`config.mk`:
```
export PLATFORM = sky130hd
export DESIGN_NAME = snclm_exec
export DESIGN_NICKNAME = d
export VERILOG_FILES = /design/src/snclm_pkg.sv /design/src/snclm_exec.sv
export SDC_FILE = /design/constraint.sdc
export NUM_CORES = 2
export LEC_CHECK = 0
export BUFFER_PORTS_ARGS = -buffer_cell sky130_fd_sc_hd__buf_2
export CAP_MARGIN = 20
export CORE_AREA = 3 3 699 701
export DETAILED_ROUTE_END_ITERATION = 8
export DIE_AREA = 0 0 702 704
export PLACE_DENSITY = 0.3
export SYNTH_ARGS = -nofsm -noshare
export SYNTH_HDL_FRONTEND = slang
export SYNTH_SLANG_ARGS = --single-unit
```
`constraint.sdc`:
```
create_clock -name i_clk_sys -period 5.2 [get_ports i_clk_sys]
set_input_delay 0.78 -clock i_clk_sys [delete_from_list [all_inputs] [get_ports i_clk_sys]]
set_output_delay 0.78 -clock i_clk_sys [all_outputs]
set_load 0.01 [all_outputs]
```
`src/snclm_pkg.sv`:
```
// Contract
// - Opcode 0x11 decodes as NaN-aware compare
// - Per enabled channel compare, one bit each
// - Non-null destination gets flag in channel LSB
// - Size eight or less updates one flag half
// - NaN second source is true except not-zero
// - Integer operands behave like plain compare
// - Opcode 0x29 decodes as loop-continue
// - Predicated channel pointer gets update offset
// - Continued channels stay off until loop close
// - All enabled channels continue means jump
// - Update offset high half, jump offset low
// - Opcode 0x26 decodes as loop-entry
// - Push loop then continue mask, reload both
// - Every stack push moves sixteen bits
// - Single program flow makes loop-entry a no-op
package snclm_pkg;
  localparam logic [6:0]  OP_CMPN    = 7'h11;  // NaN-aware compare
  localparam logic [6:0]  OP_CONT    = 7'h29;  // Loop-continue
  localparam logic [6:0]  OP_DO      = 7'h26;  // Loop-entry
  localparam logic [3:0]  CM_NONE    = 4'h0;   // Not a defined modifier
  localparam logic [3:0]  CM_Z       = 4'h1;   // Equal
  localparam logic [3:0]  CM_NZ      = 4'h2;   // Not equal
  localparam logic [3:0]  CM_G       = 4'h3;   // Greater
  localparam logic [3:0]  CM_GE      = 4'h4;   // Greater or equal
  localparam logic [3:0]  CM_L       = 4'h5;   // Less
  localparam logic [3:0]  CM_LE      = 4'h6;   // Less or equal
  localparam int          UIP_MSB    = 31;     // Update offset field
  localparam int          UIP_LSB    = 16;
  localparam int          JIP_MSB    = 15;     // Jump offset field
  localparam int          JIP_LSB    = 0;
  localparam int          HALF_CH    = 8;      // Channels per flag half
  localparam logic [2:0]  SZ_HALF    = 3'h3;   // Size code for 8 channels
  localparam logic [15:0] MASK_RST   = 16'hffff; // Masks after reset
  localparam logic [15:0] FLAG_RST   = 16'h0000; // Flag after reset
  localparam logic [31:0] IP_RST     = 32'h0000_0000;
endpackage : snclm_pkg

```
`src/snclm_exec.sv`:
```
`timescale 1ns/1ps
`default_nettype none
module snclm_exec
  import snclm_pkg::*;
#(
  parameter int CH    = 16,  // Channels
  parameter int DEPTH = 16   // Mask stack entries of 16 bits
) (
  input  wire logic            i_clk_sys,     // Core clock
  input  wire logic            i_resetn,      // Sync reset, active low
  input  wire logic            i_valid,       // Instruction issued
  input  wire logic [6:0]      i_opcode,      // Opcode
  input  wire logic [3:0]      i_cmod,        // Conditional modifier
  input  wire logic [2:0]      i_exec_size,   // Log2 of channel count
  input  wire logic            i_second_half_option, // Upper flag half
  input  wire logic            i_pred_en,     // Predication on
  input  wire logic [CH-1:0]   i_predicate_mask,
  input  wire logic [CH-1:0]   i_execution_mask,
  input  wire logic [32*CH-1:0] i_src0,       // Source 0 per channel
  input  wire logic [32*CH-1:0] i_src1,       // Source 1 per channel
  input  wire logic            i_is_float,    // Operands are float
  input  wire logic            i_dst_null,    // Destination is null
  input  wire logic            i_single_program_flow,
  input  wire logic [31:0]     i_ip,          // Current pointer
  input  wire logic [31:0]     i_offsets,     // Update and jump offsets
  input  wire logic            i_loop_close,  // Before loop-closing instr
  output logic [CH-1:0]        o_flag,        // Flag register
  output logic [CH-1:0]        o_dst_bit,     // Per-channel LSB value
  output logic [CH-1:0]        o_dst_wen,     // Channels written
  output logic [32*CH-1:0]     o_per_channel_pointer,
  output logic [CH-1:0]        o_pointer_wen, // Pointers updated
  output logic                 o_jump,        // Jump taken pulse
  output logic [31:0]          o_jump_ip,     // Jump target
  output logic [CH-1:0]        o_loop_mask,   // Loop mask
  output logic [CH-1:0]        o_cont_mask,   // Continue mask
  output logic [$clog2(DEPTH):0] o_stack_level, // Stack entries used
  output logic                 o_stack_err,   // Overflow seen, sticky
  output logic                 o_invalid,     // Bad encoding pulse
  output logic                 o_done         // Instruction retired
);

  // Channels enabled by the execution size
  function automatic logic [CH-1:0] size_mask(input logic [2:0] sz);
    logic [CH-1:0] m;
    m = '0;
    for (int k = 0; k < CH; k++) begin
      m[k] = (k < (1 << sz));
    end
    return m;
  endfunction : size_mask

  // Condition of one channel, NaN aware, integer signed
  function automatic logic cond_nan(input logic [31:0] a, input logic [31:0] b,
                                    input logic f, input logic [3:0] cm);
    logic na, nb, eq, lt, un, r;
    na = f && (a[30:23] == 8'hff) && (a[22:0] != 23'h0);
    nb = f && (b[30:23] == 8'hff) && (b[22:0] != 23'h0);
    un = na | nb;
    if (f) begin
      eq = (a == b) || ((a[30:0] == 31'h0) && (b[30:0] == 31'h0));
      if (a[31] != b[31]) begin
        lt = a[31] && !eq;
      end else if (!a[31]) begin
        lt = a[30:0] < b[30:0];
      end else begin
        lt = a[30:0] > b[30:0];
      end
    end else begin
      eq = (a == b);
      lt = $signed(a) < $signed(b);  // Integers as plain compare
    end
    case (cm)
      CM_Z:    r = eq && !un;
      CM_NZ:   r = !eq || un;
      CM_G:    r = !lt && !eq && !un;
      CM_GE:   r = !lt && !un;
      CM_L:    r = lt && !un;
      CM_LE:   r = (lt || eq) && !un;
      default: r = 1'b0;
    endcase
    // NaN second source forces true on all but not-zero
    if (nb && (cm != CM_NZ)) begin
      r = 1'b1;
    end
    return r;
  endfunction : cond_nan

  // Decoded issue
  logic is_cmpn, is_cont, is_do;
  logic [CH-1:0] channel_write_enable;     // Channel write enable
  logic [CH-1:0] cbits;    // Compare result per channel
  logic [CH-1:0] taken;    // Channels taking the continue
  logic signed [15:0] uoff, joff;

  assign is_cmpn = i_valid && (i_opcode == OP_CMPN);
  assign is_cont = i_valid && (i_opcode == OP_CONT);
  assign is_do   = i_valid && (i_opcode == OP_DO);
  assign uoff    = i_offsets[UIP_MSB:UIP_LSB];
  assign joff    = i_offsets[JIP_MSB:JIP_LSB];
  assign channel_write_enable    = i_execution_mask & size_mask(i_exec_size)
                   & (i_pred_en ? i_predicate_mask : {CH{1'b1}});
  assign taken   = channel_write_enable & i_predicate_mask;

  // Per-channel compare results
  for (genvar g = 0; g < CH; g++) begin : g_cmp
    assign cbits[g] = channel_write_enable[g] &&
      cond_nan(i_src0[32*g +: 32], i_src1[32*g +: 32], i_is_float, i_cmod);
  end

  // Compare outputs
  logic [CH-1:0] flag_ff, nxt_flag, dbit_ff, nxt_dbit, dwen_ff, nxt_dwen;

  // Next flag and destination values
  always_comb begin
    nxt_flag = flag_ff;
    nxt_dbit = dbit_ff;
    nxt_dwen = '0;
    if (is_cmpn) begin
      if (i_exec_size <= SZ_HALF) begin
        // Only one half of the flag moves
        if (i_second_half_option) begin
          nxt_flag[CH-1:HALF_CH] = cbits[HALF_CH-1:0];
        end else begin
          nxt_flag[HALF_CH-1:0] = cbits[HALF_CH-1:0];
        end
      end else begin
        nxt_flag = cbits;
      end
      // Flag bit into channel LSB unless null
      if (!i_dst_null) begin
        nxt_dbit = cbits;
        nxt_dwen = channel_write_enable;
      end
    end
  end

  // Compare registers
  always_ff @(posedge i_clk_sys) begin
    if (!i_resetn) begin
      flag_ff <= FLAG_RST;
      dbit_ff <= '0;
      dwen_ff <= '0;
    end else begin
      flag_ff <= nxt_flag;
      dbit_ff <= nxt_dbit;
      dwen_ff <= nxt_dwen;
    end
  end

  // Pointer and jump state
  logic [32*CH-1:0] pip_ff, nxt_pip;
  logic [CH-1:0]    pwen_ff, nxt_pwen;
  logic             jmp_ff, nxt_jmp;
  logic [31:0]      jip_ff, nxt_jip;

  // Per-channel pointers and jump from loop-continue
  always_comb begin
    nxt_pip  = pip_ff;
    nxt_pwen = '0;
    nxt_jmp  = 1'b0;
    nxt_jip  = jip_ff;
    if (is_cont) begin
      for (int k = 0; k < CH; k++) begin
        if (channel_write_enable[k]) begin
          nxt_pip[32*k +: 32] = taken[k] ? i_ip + 32'($signed(uoff))
                                         : i_ip + 32'h1;
        end
      end
      nxt_pwen = channel_write_enable;
      // All enabled channels continue
      if ((channel_write_enable != '0) && (taken == channel_write_enable)) begin
        nxt_jmp = 1'b1;
        nxt_jip = i_ip + 32'($signed(joff));
      end
    end
  end

  // Pointer registers
  always_ff @(posedge i_clk_sys) begin
    if (!i_resetn) begin
      pip_ff  <= '0;
      pwen_ff <= '0;
      jmp_ff  <= 1'b0;
      jip_ff  <= IP_RST;
    end else begin
      pip_ff  <= nxt_pip;
      pwen_ff <= nxt_pwen;
      jmp_ff  <= nxt_jmp;
      jip_ff  <= nxt_jip;
    end
  end

  // Masks and mask stack
  localparam int LW = $clog2(DEPTH) + 1;
  logic [CH-1:0] lm_ff, nxt_lm, cm_ff, nxt_cm;
  logic [15:0]   stk_ff [DEPTH];
  logic [15:0]   nxt_stk [DEPTH];
  logic [LW-1:0] lvl_ff, nxt_lvl;
  logic          err_ff, nxt_err, inv_ff, nxt_inv, done_ff, nxt_done;
  logic          do_bad;

  // Predicated loop-entry is an invalid encoding
  assign do_bad = is_do && i_pred_en;

  // Next mask, stack and status values
  always_comb begin
    nxt_lm   = lm_ff;
    nxt_cm   = cm_ff;
    nxt_stk  = stk_ff;
    nxt_lvl  = lvl_ff;
    nxt_err  = err_ff;
    nxt_done = i_valid;
    nxt_inv  = (i_valid && !is_cmpn && !is_cont && !is_do) || do_bad
               || (is_cmpn && (i_cmod == CM_NONE));
    if (is_cont) begin
      // Continued channels leave the continue mask
      nxt_cm = cm_ff & ~taken;
    end else if (i_loop_close) begin
      nxt_cm = lm_ff;  // Back on before the loop-closing instruction
    end
    // Execution size plays no part here
    if (is_do && !do_bad && !i_single_program_flow) begin
      if (lvl_ff + LW'(2) > LW'(DEPTH)) begin
        nxt_err = 1'b1;  // Overflow: nothing pushed
      end else begin
        // Loop mask first, then continue mask, full width
        nxt_stk[lvl_ff[LW-2:0]]         = 16'(lm_ff);
        nxt_stk[lvl_ff[LW-2:0] + 1'b1]  = 16'(cm_ff);
        nxt_lvl = lvl_ff + LW'(2);
      end
      nxt_lm = i_execution_mask;
      nxt_cm = i_execution_mask;
    end
  end

  // Mask and stack registers
  always_ff @(posedge i_clk_sys) begin
    if (!i_resetn) begin
      lm_ff   <= CH'(MASK_RST);
      cm_ff   <= CH'(MASK_RST);
      lvl_ff  <= '0;
      err_ff  <= 1'b0;
      inv_ff  <= 1'b0;
      done_ff <= 1'b0;
      for (int k = 0; k < DEPTH; k++) begin
        stk_ff[k] <= '0;
      end
    end else begin
      lm_ff   <= nxt_lm;
      cm_ff   <= nxt_cm;
      lvl_ff  <= nxt_lvl;
      err_ff  <= nxt_err;
      inv_ff  <= nxt_inv;
      done_ff <= nxt_done;
      stk_ff  <= nxt_stk;
    end
  end

  // Output wiring
  assign o_flag                = flag_ff;
  assign o_dst_bit             = dbit_ff;
  assign o_dst_wen             = dwen_ff;
  assign o_per_channel_pointer = pip_ff;
  assign o_pointer_wen         = pwen_ff;
  assign o_jump                = jmp_ff;
  assign o_jump_ip             = jip_ff;
  assign o_loop_mask           = lm_ff;
  assign o_cont_mask           = cm_ff;
  assign o_stack_level         = lvl_ff;
  assign o_stack_err           = err_ff;
  assign o_invalid             = inv_ff;
  assign o_done                = done_ff;
endmodule : snclm_exec
`default_nettype wire

```
==> run_results.csv <==
group,metric,value,unit
run_status,outcome,"finished, final reports clean",
setup_path,start_kind,"primary input",
drt,wl_per_cell,32.5,um
drt,drcViolationCount,0,
clock_network,cts_max_level,3,
clock_network,cts_resized,0,
global_routing,antenna_found_initial,329,
placement,port_buffers,1790,
clock_network,clk_latency,0.76,ns
drt,vias_per_cell,4.10,
clock_network,cts_buffer_depth,4,
global_routing,grt_first_pass_wirelength,624,mm
placement,place_area,0.0671,mm2
sta,rsz0062_at_grt,"no",
sta,setup_viol,0,
clock_network,cts_buffers,98,
sta,clock_skew,0.00932,ns
setup_path,cp_common_cell,"o21ai_0",
logic_synthesis,synth-async-reset-ratio,0,
finish,final_nets,10200,
sta,fin_crit,4.06,ns
global_routing,overflow,0,
setup_path,cp-end-kind,"flip-flop",
logic_synthesis,synth_edf_count,0,
clock_network,cts_tree,"built",
sta,hold_viol,0,
global_routing,grt_use_total,0.190,
floorplan,die_x,702,um
placement,globalplace.congestion,0.996,
flow_run,cap_violations,0,
pwr,combPwrFrac,0.271,
setup_path,path_max_fanout,4,
logic_synthesis,yosysWarnings,0,
pwr,pwr-share-clk,0.425,
pwr,swShare,0.367,
clock_network,postCtsHoldBufs,0,
sta,fin_setup_tns,0,ns
setup_path,crit_start,"i_src0[221]",
pwr,powerDensity,232,mW/mm2
setup_path,critPathSlowestCell,"nor4b_2",
clock_network,path_clk_slew,0.08,ns
global_routing,first_global_vias,59300,
logic_synthesis,syn_area,0.0489,mm2
setup_path,critical_path_class,"primary input to flip-flop",
setup_path,slowest_delay,0.87,ns
finish,ff_latch_area,0.0130,mm2
floorplan,die_area,0.494,mm2
worst_hold_path,worstHoldStart,"i_valid",
pwr,irDropWorstVdd,0.233,mV
clock_network,cts.sinks,648,
setup_path,cp_cell_sequence,"buf_2 > ha_1 > and3_1 > nand4_1 > nor4b_2 > nand2_1 > o21ai_0 > o21ai_0 > o21ai_0 > a2111oi_0 > o41a_1 > or3_1 > a31oi_1",
logic_synthesis,syn-instance-count,6695,
floorplan,die_h,704,um
sta,fmax,246,MHz
floorplan,initial_core_util,0.101,
drt,drt_iter0_markers,5516,
pwr,switchingPower,0.00604,W
worst_hold_path,hold_path_class,"primary input to flip-flop",
finish,multi_input_area,0.0330,mm2
pwr,power,0.0164,W
finish,drive_above_1_share,0.275,
floorplan,core,0.482,mm2
logic_synthesis,yosysSeqAreaShare,0.265,
setup_path,cp.arrival,4.75,ns
global_routing,grt_max_degree,91,
pwr,leakagePower,31.2,nW
finish,post-route-cell-area,0.0707,mm2
logic_synthesis,ys_types,94,
setup_path,crit_required,5.88,ns
drt,dr.pass1.iters,6,
drt,ant_nets,0,
logic_synthesis,synth_area_per_cell,7.30,um2
sta,fin_crit_sh,0.782,
logic_synthesis,ys_seq_elements,648,
drt,vias,61800,
pwr,p_seq_frac,0.303,
setup_path,timing.rr.start,"o_stack_level[1]",
clock_network,cts_setup_buffers,0,
floorplan,rows,255,
sta,tightest_slew,1.16,ns
sta,max_slew_margin,0.222,
floorplan,io_pins,1792,
finish,fillCellCount,56200,
finish,syn_to_final_growth,44.7,%
logic_synthesis,syn_nets,8416,
drt,wl,490,mm
logic_synthesis,synthFlopType,"dfxtp_1",
sta,finalMaxSlewViolations,0,
clock_network,cts_root_buf,"clkbuf_16",
pwr,p_int,0.0104,W
placement,dp_hpwl,420,mm
-- final cells by class --
type,count,area share
multi-input combinational,5064,0.467
sequential,648,0.183
timing repair buffer,2023,0.153
tap,6425,0.114
clock buffer,150,0.0420
inverter,597,0.0318
antenna,163,0.00577
clock inverter,20,0.00345
-- cell usage after synthesis, drive strengths merged (17+ instances only) --
cell type    n  area share
o31ai       53      0.0082
a21o        92       0.014
a31oi       33      0.0045
mux2i       50       0.010
and3        60      0.0077
nand3      301       0.031
or2         23      0.0029
a221oi      27      0.0048
nor4       264       0.034
xnor2       60       0.011
o211ai     198       0.030
a21oi      654       0.067
dfxtp      648        0.27
o22ai       17      0.0022
xor2        33      0.0059
or3         23      0.0029
clkbuf     361       0.028
o21a        28      0.0043
or4         21      0.0032
a32oi       24      0.0043
nor2b       31      0.0040
buf         25      0.0025
nand2b      34      0.0044
a211oi     215       0.033
nand2      634       0.049
nor3       134       0.014
inv        596       0.046
nor2       756       0.058
ha         576        0.15
o21ai      290       0.030
o221ai      43      0.0077
nand4      170       0.022
and4        23      0.0041
-- through the flow --
| stage | utilization | cells | setup slack, ns | hold WS, ns |
|---|---|---|---|---|
| final | 0.147 | 15100 | 1.14 | 0.322 |
| after floorplan | - | 6695 | 1.37 | 0.476 |
| after detailed placement | 0.139 | 14800 | 0.122 | 0.441 |
| after global routing | 0.146 | 15000 | 0.951 | 0.281 |
| after CTS | 0.146 | 14900 | 1.00 | 0.219 |
| after global placement | 0.139 | 14800 | 0.0859 | 0.439 |
-- flip-flops by register name (all words and copies together), names as in the netlist --
register               cells
o_per_channel_pointer    512
o_invalid                  1
o_flag                    16
o_dst_bit                 16
o_jump_ip                 32
o_pointer_wen             16
o_cont_mask               16
o_stack_level              4
o_dst_wen                 16
o_jump                     1
o_loop_mask               16
o_stack_err                1
o_done                     1
-- cell usage in the layout (no fill, tap or decap), types with 42 or more instances in the layout --
master,n
nand4_1,170
nand2_1,632
clkbuf_16,99
o211ai_1,198
nand3_1,294
a211oi_1,214
a21o_1,92
buf_4,226
inv_1,594
o21ai_0,284
o221ai_1,42
o31ai_1,52
and3_1,49
ha_1,576
diode_2,163
mux2i_1,50
dfxtp_1,648
nor2_1,745
buf_2,1787
nor3_1,132
nor4_1,262
a21oi_1,645
-- critical path, delay by kind of cell --
family,cells,cell delay [ns]
AO/OA/AOI/OAI,6,1.38
adder cells (fa/ha/maj),1,0.33
buffers and inverters,1,0.19
AND/OR/NAND/NOR,5,2.04
-- routing by layer --
layer,GRT usage,share of wire
met1,0.256,0.45
met2,0.293,0.43
met3,0.0501,0.082
met4,0.0583,0.034
met5,0,0.0016
-- cell families (layout without fill, tap and decap cells) --
| kind of cell | count (synthesis) | count (layout) | share of synthesized area |
|---|---|---|---|
| DFF | 648 | 648 | 0.265 |
| adders and majority gates | 578 | 578 | 0.148 |
| muxes | 55 | 55 | 0.0114 |
| buffers and inverters | 983 | 2790 | 0.0761 |
| and+or+nand+nor | 2512 | 2512 | 0.242 |
| AOI/OAI and AO/OA | 1825 | 1825 | 0.239 |
| other | 1 | 164 | 0.0000767 |
| xor gates and xnor gates | 93 | 93 | 0.0170 |
-- power groups by stage --
stage	logic, W	clock network [W]	registers, W
after floorplan	0.00181	0	0.00510
after global routing	0.00478	0.00736	0.00498
after global placement	0.00447	0	0.00509
after CTS	0.00446	0.00726	0.00499
after detailed placement	0.00444	0	0.00509
final	0.00446	0.00699	0.00499
-- worst paths after layout --
check | endpoint | slack, ns | cells past startpoint
hold reg to reg | o_dst_bit[6] | 0.45 | 2
setup reg to reg | o_stack_level[2] | 3.63 | 7
hold / removal | o_done | 0.32 | 2
setup / recovery | o_flag[14] | 1.14 | 13
Note: power is estimated with default switching activity, not from simulation.
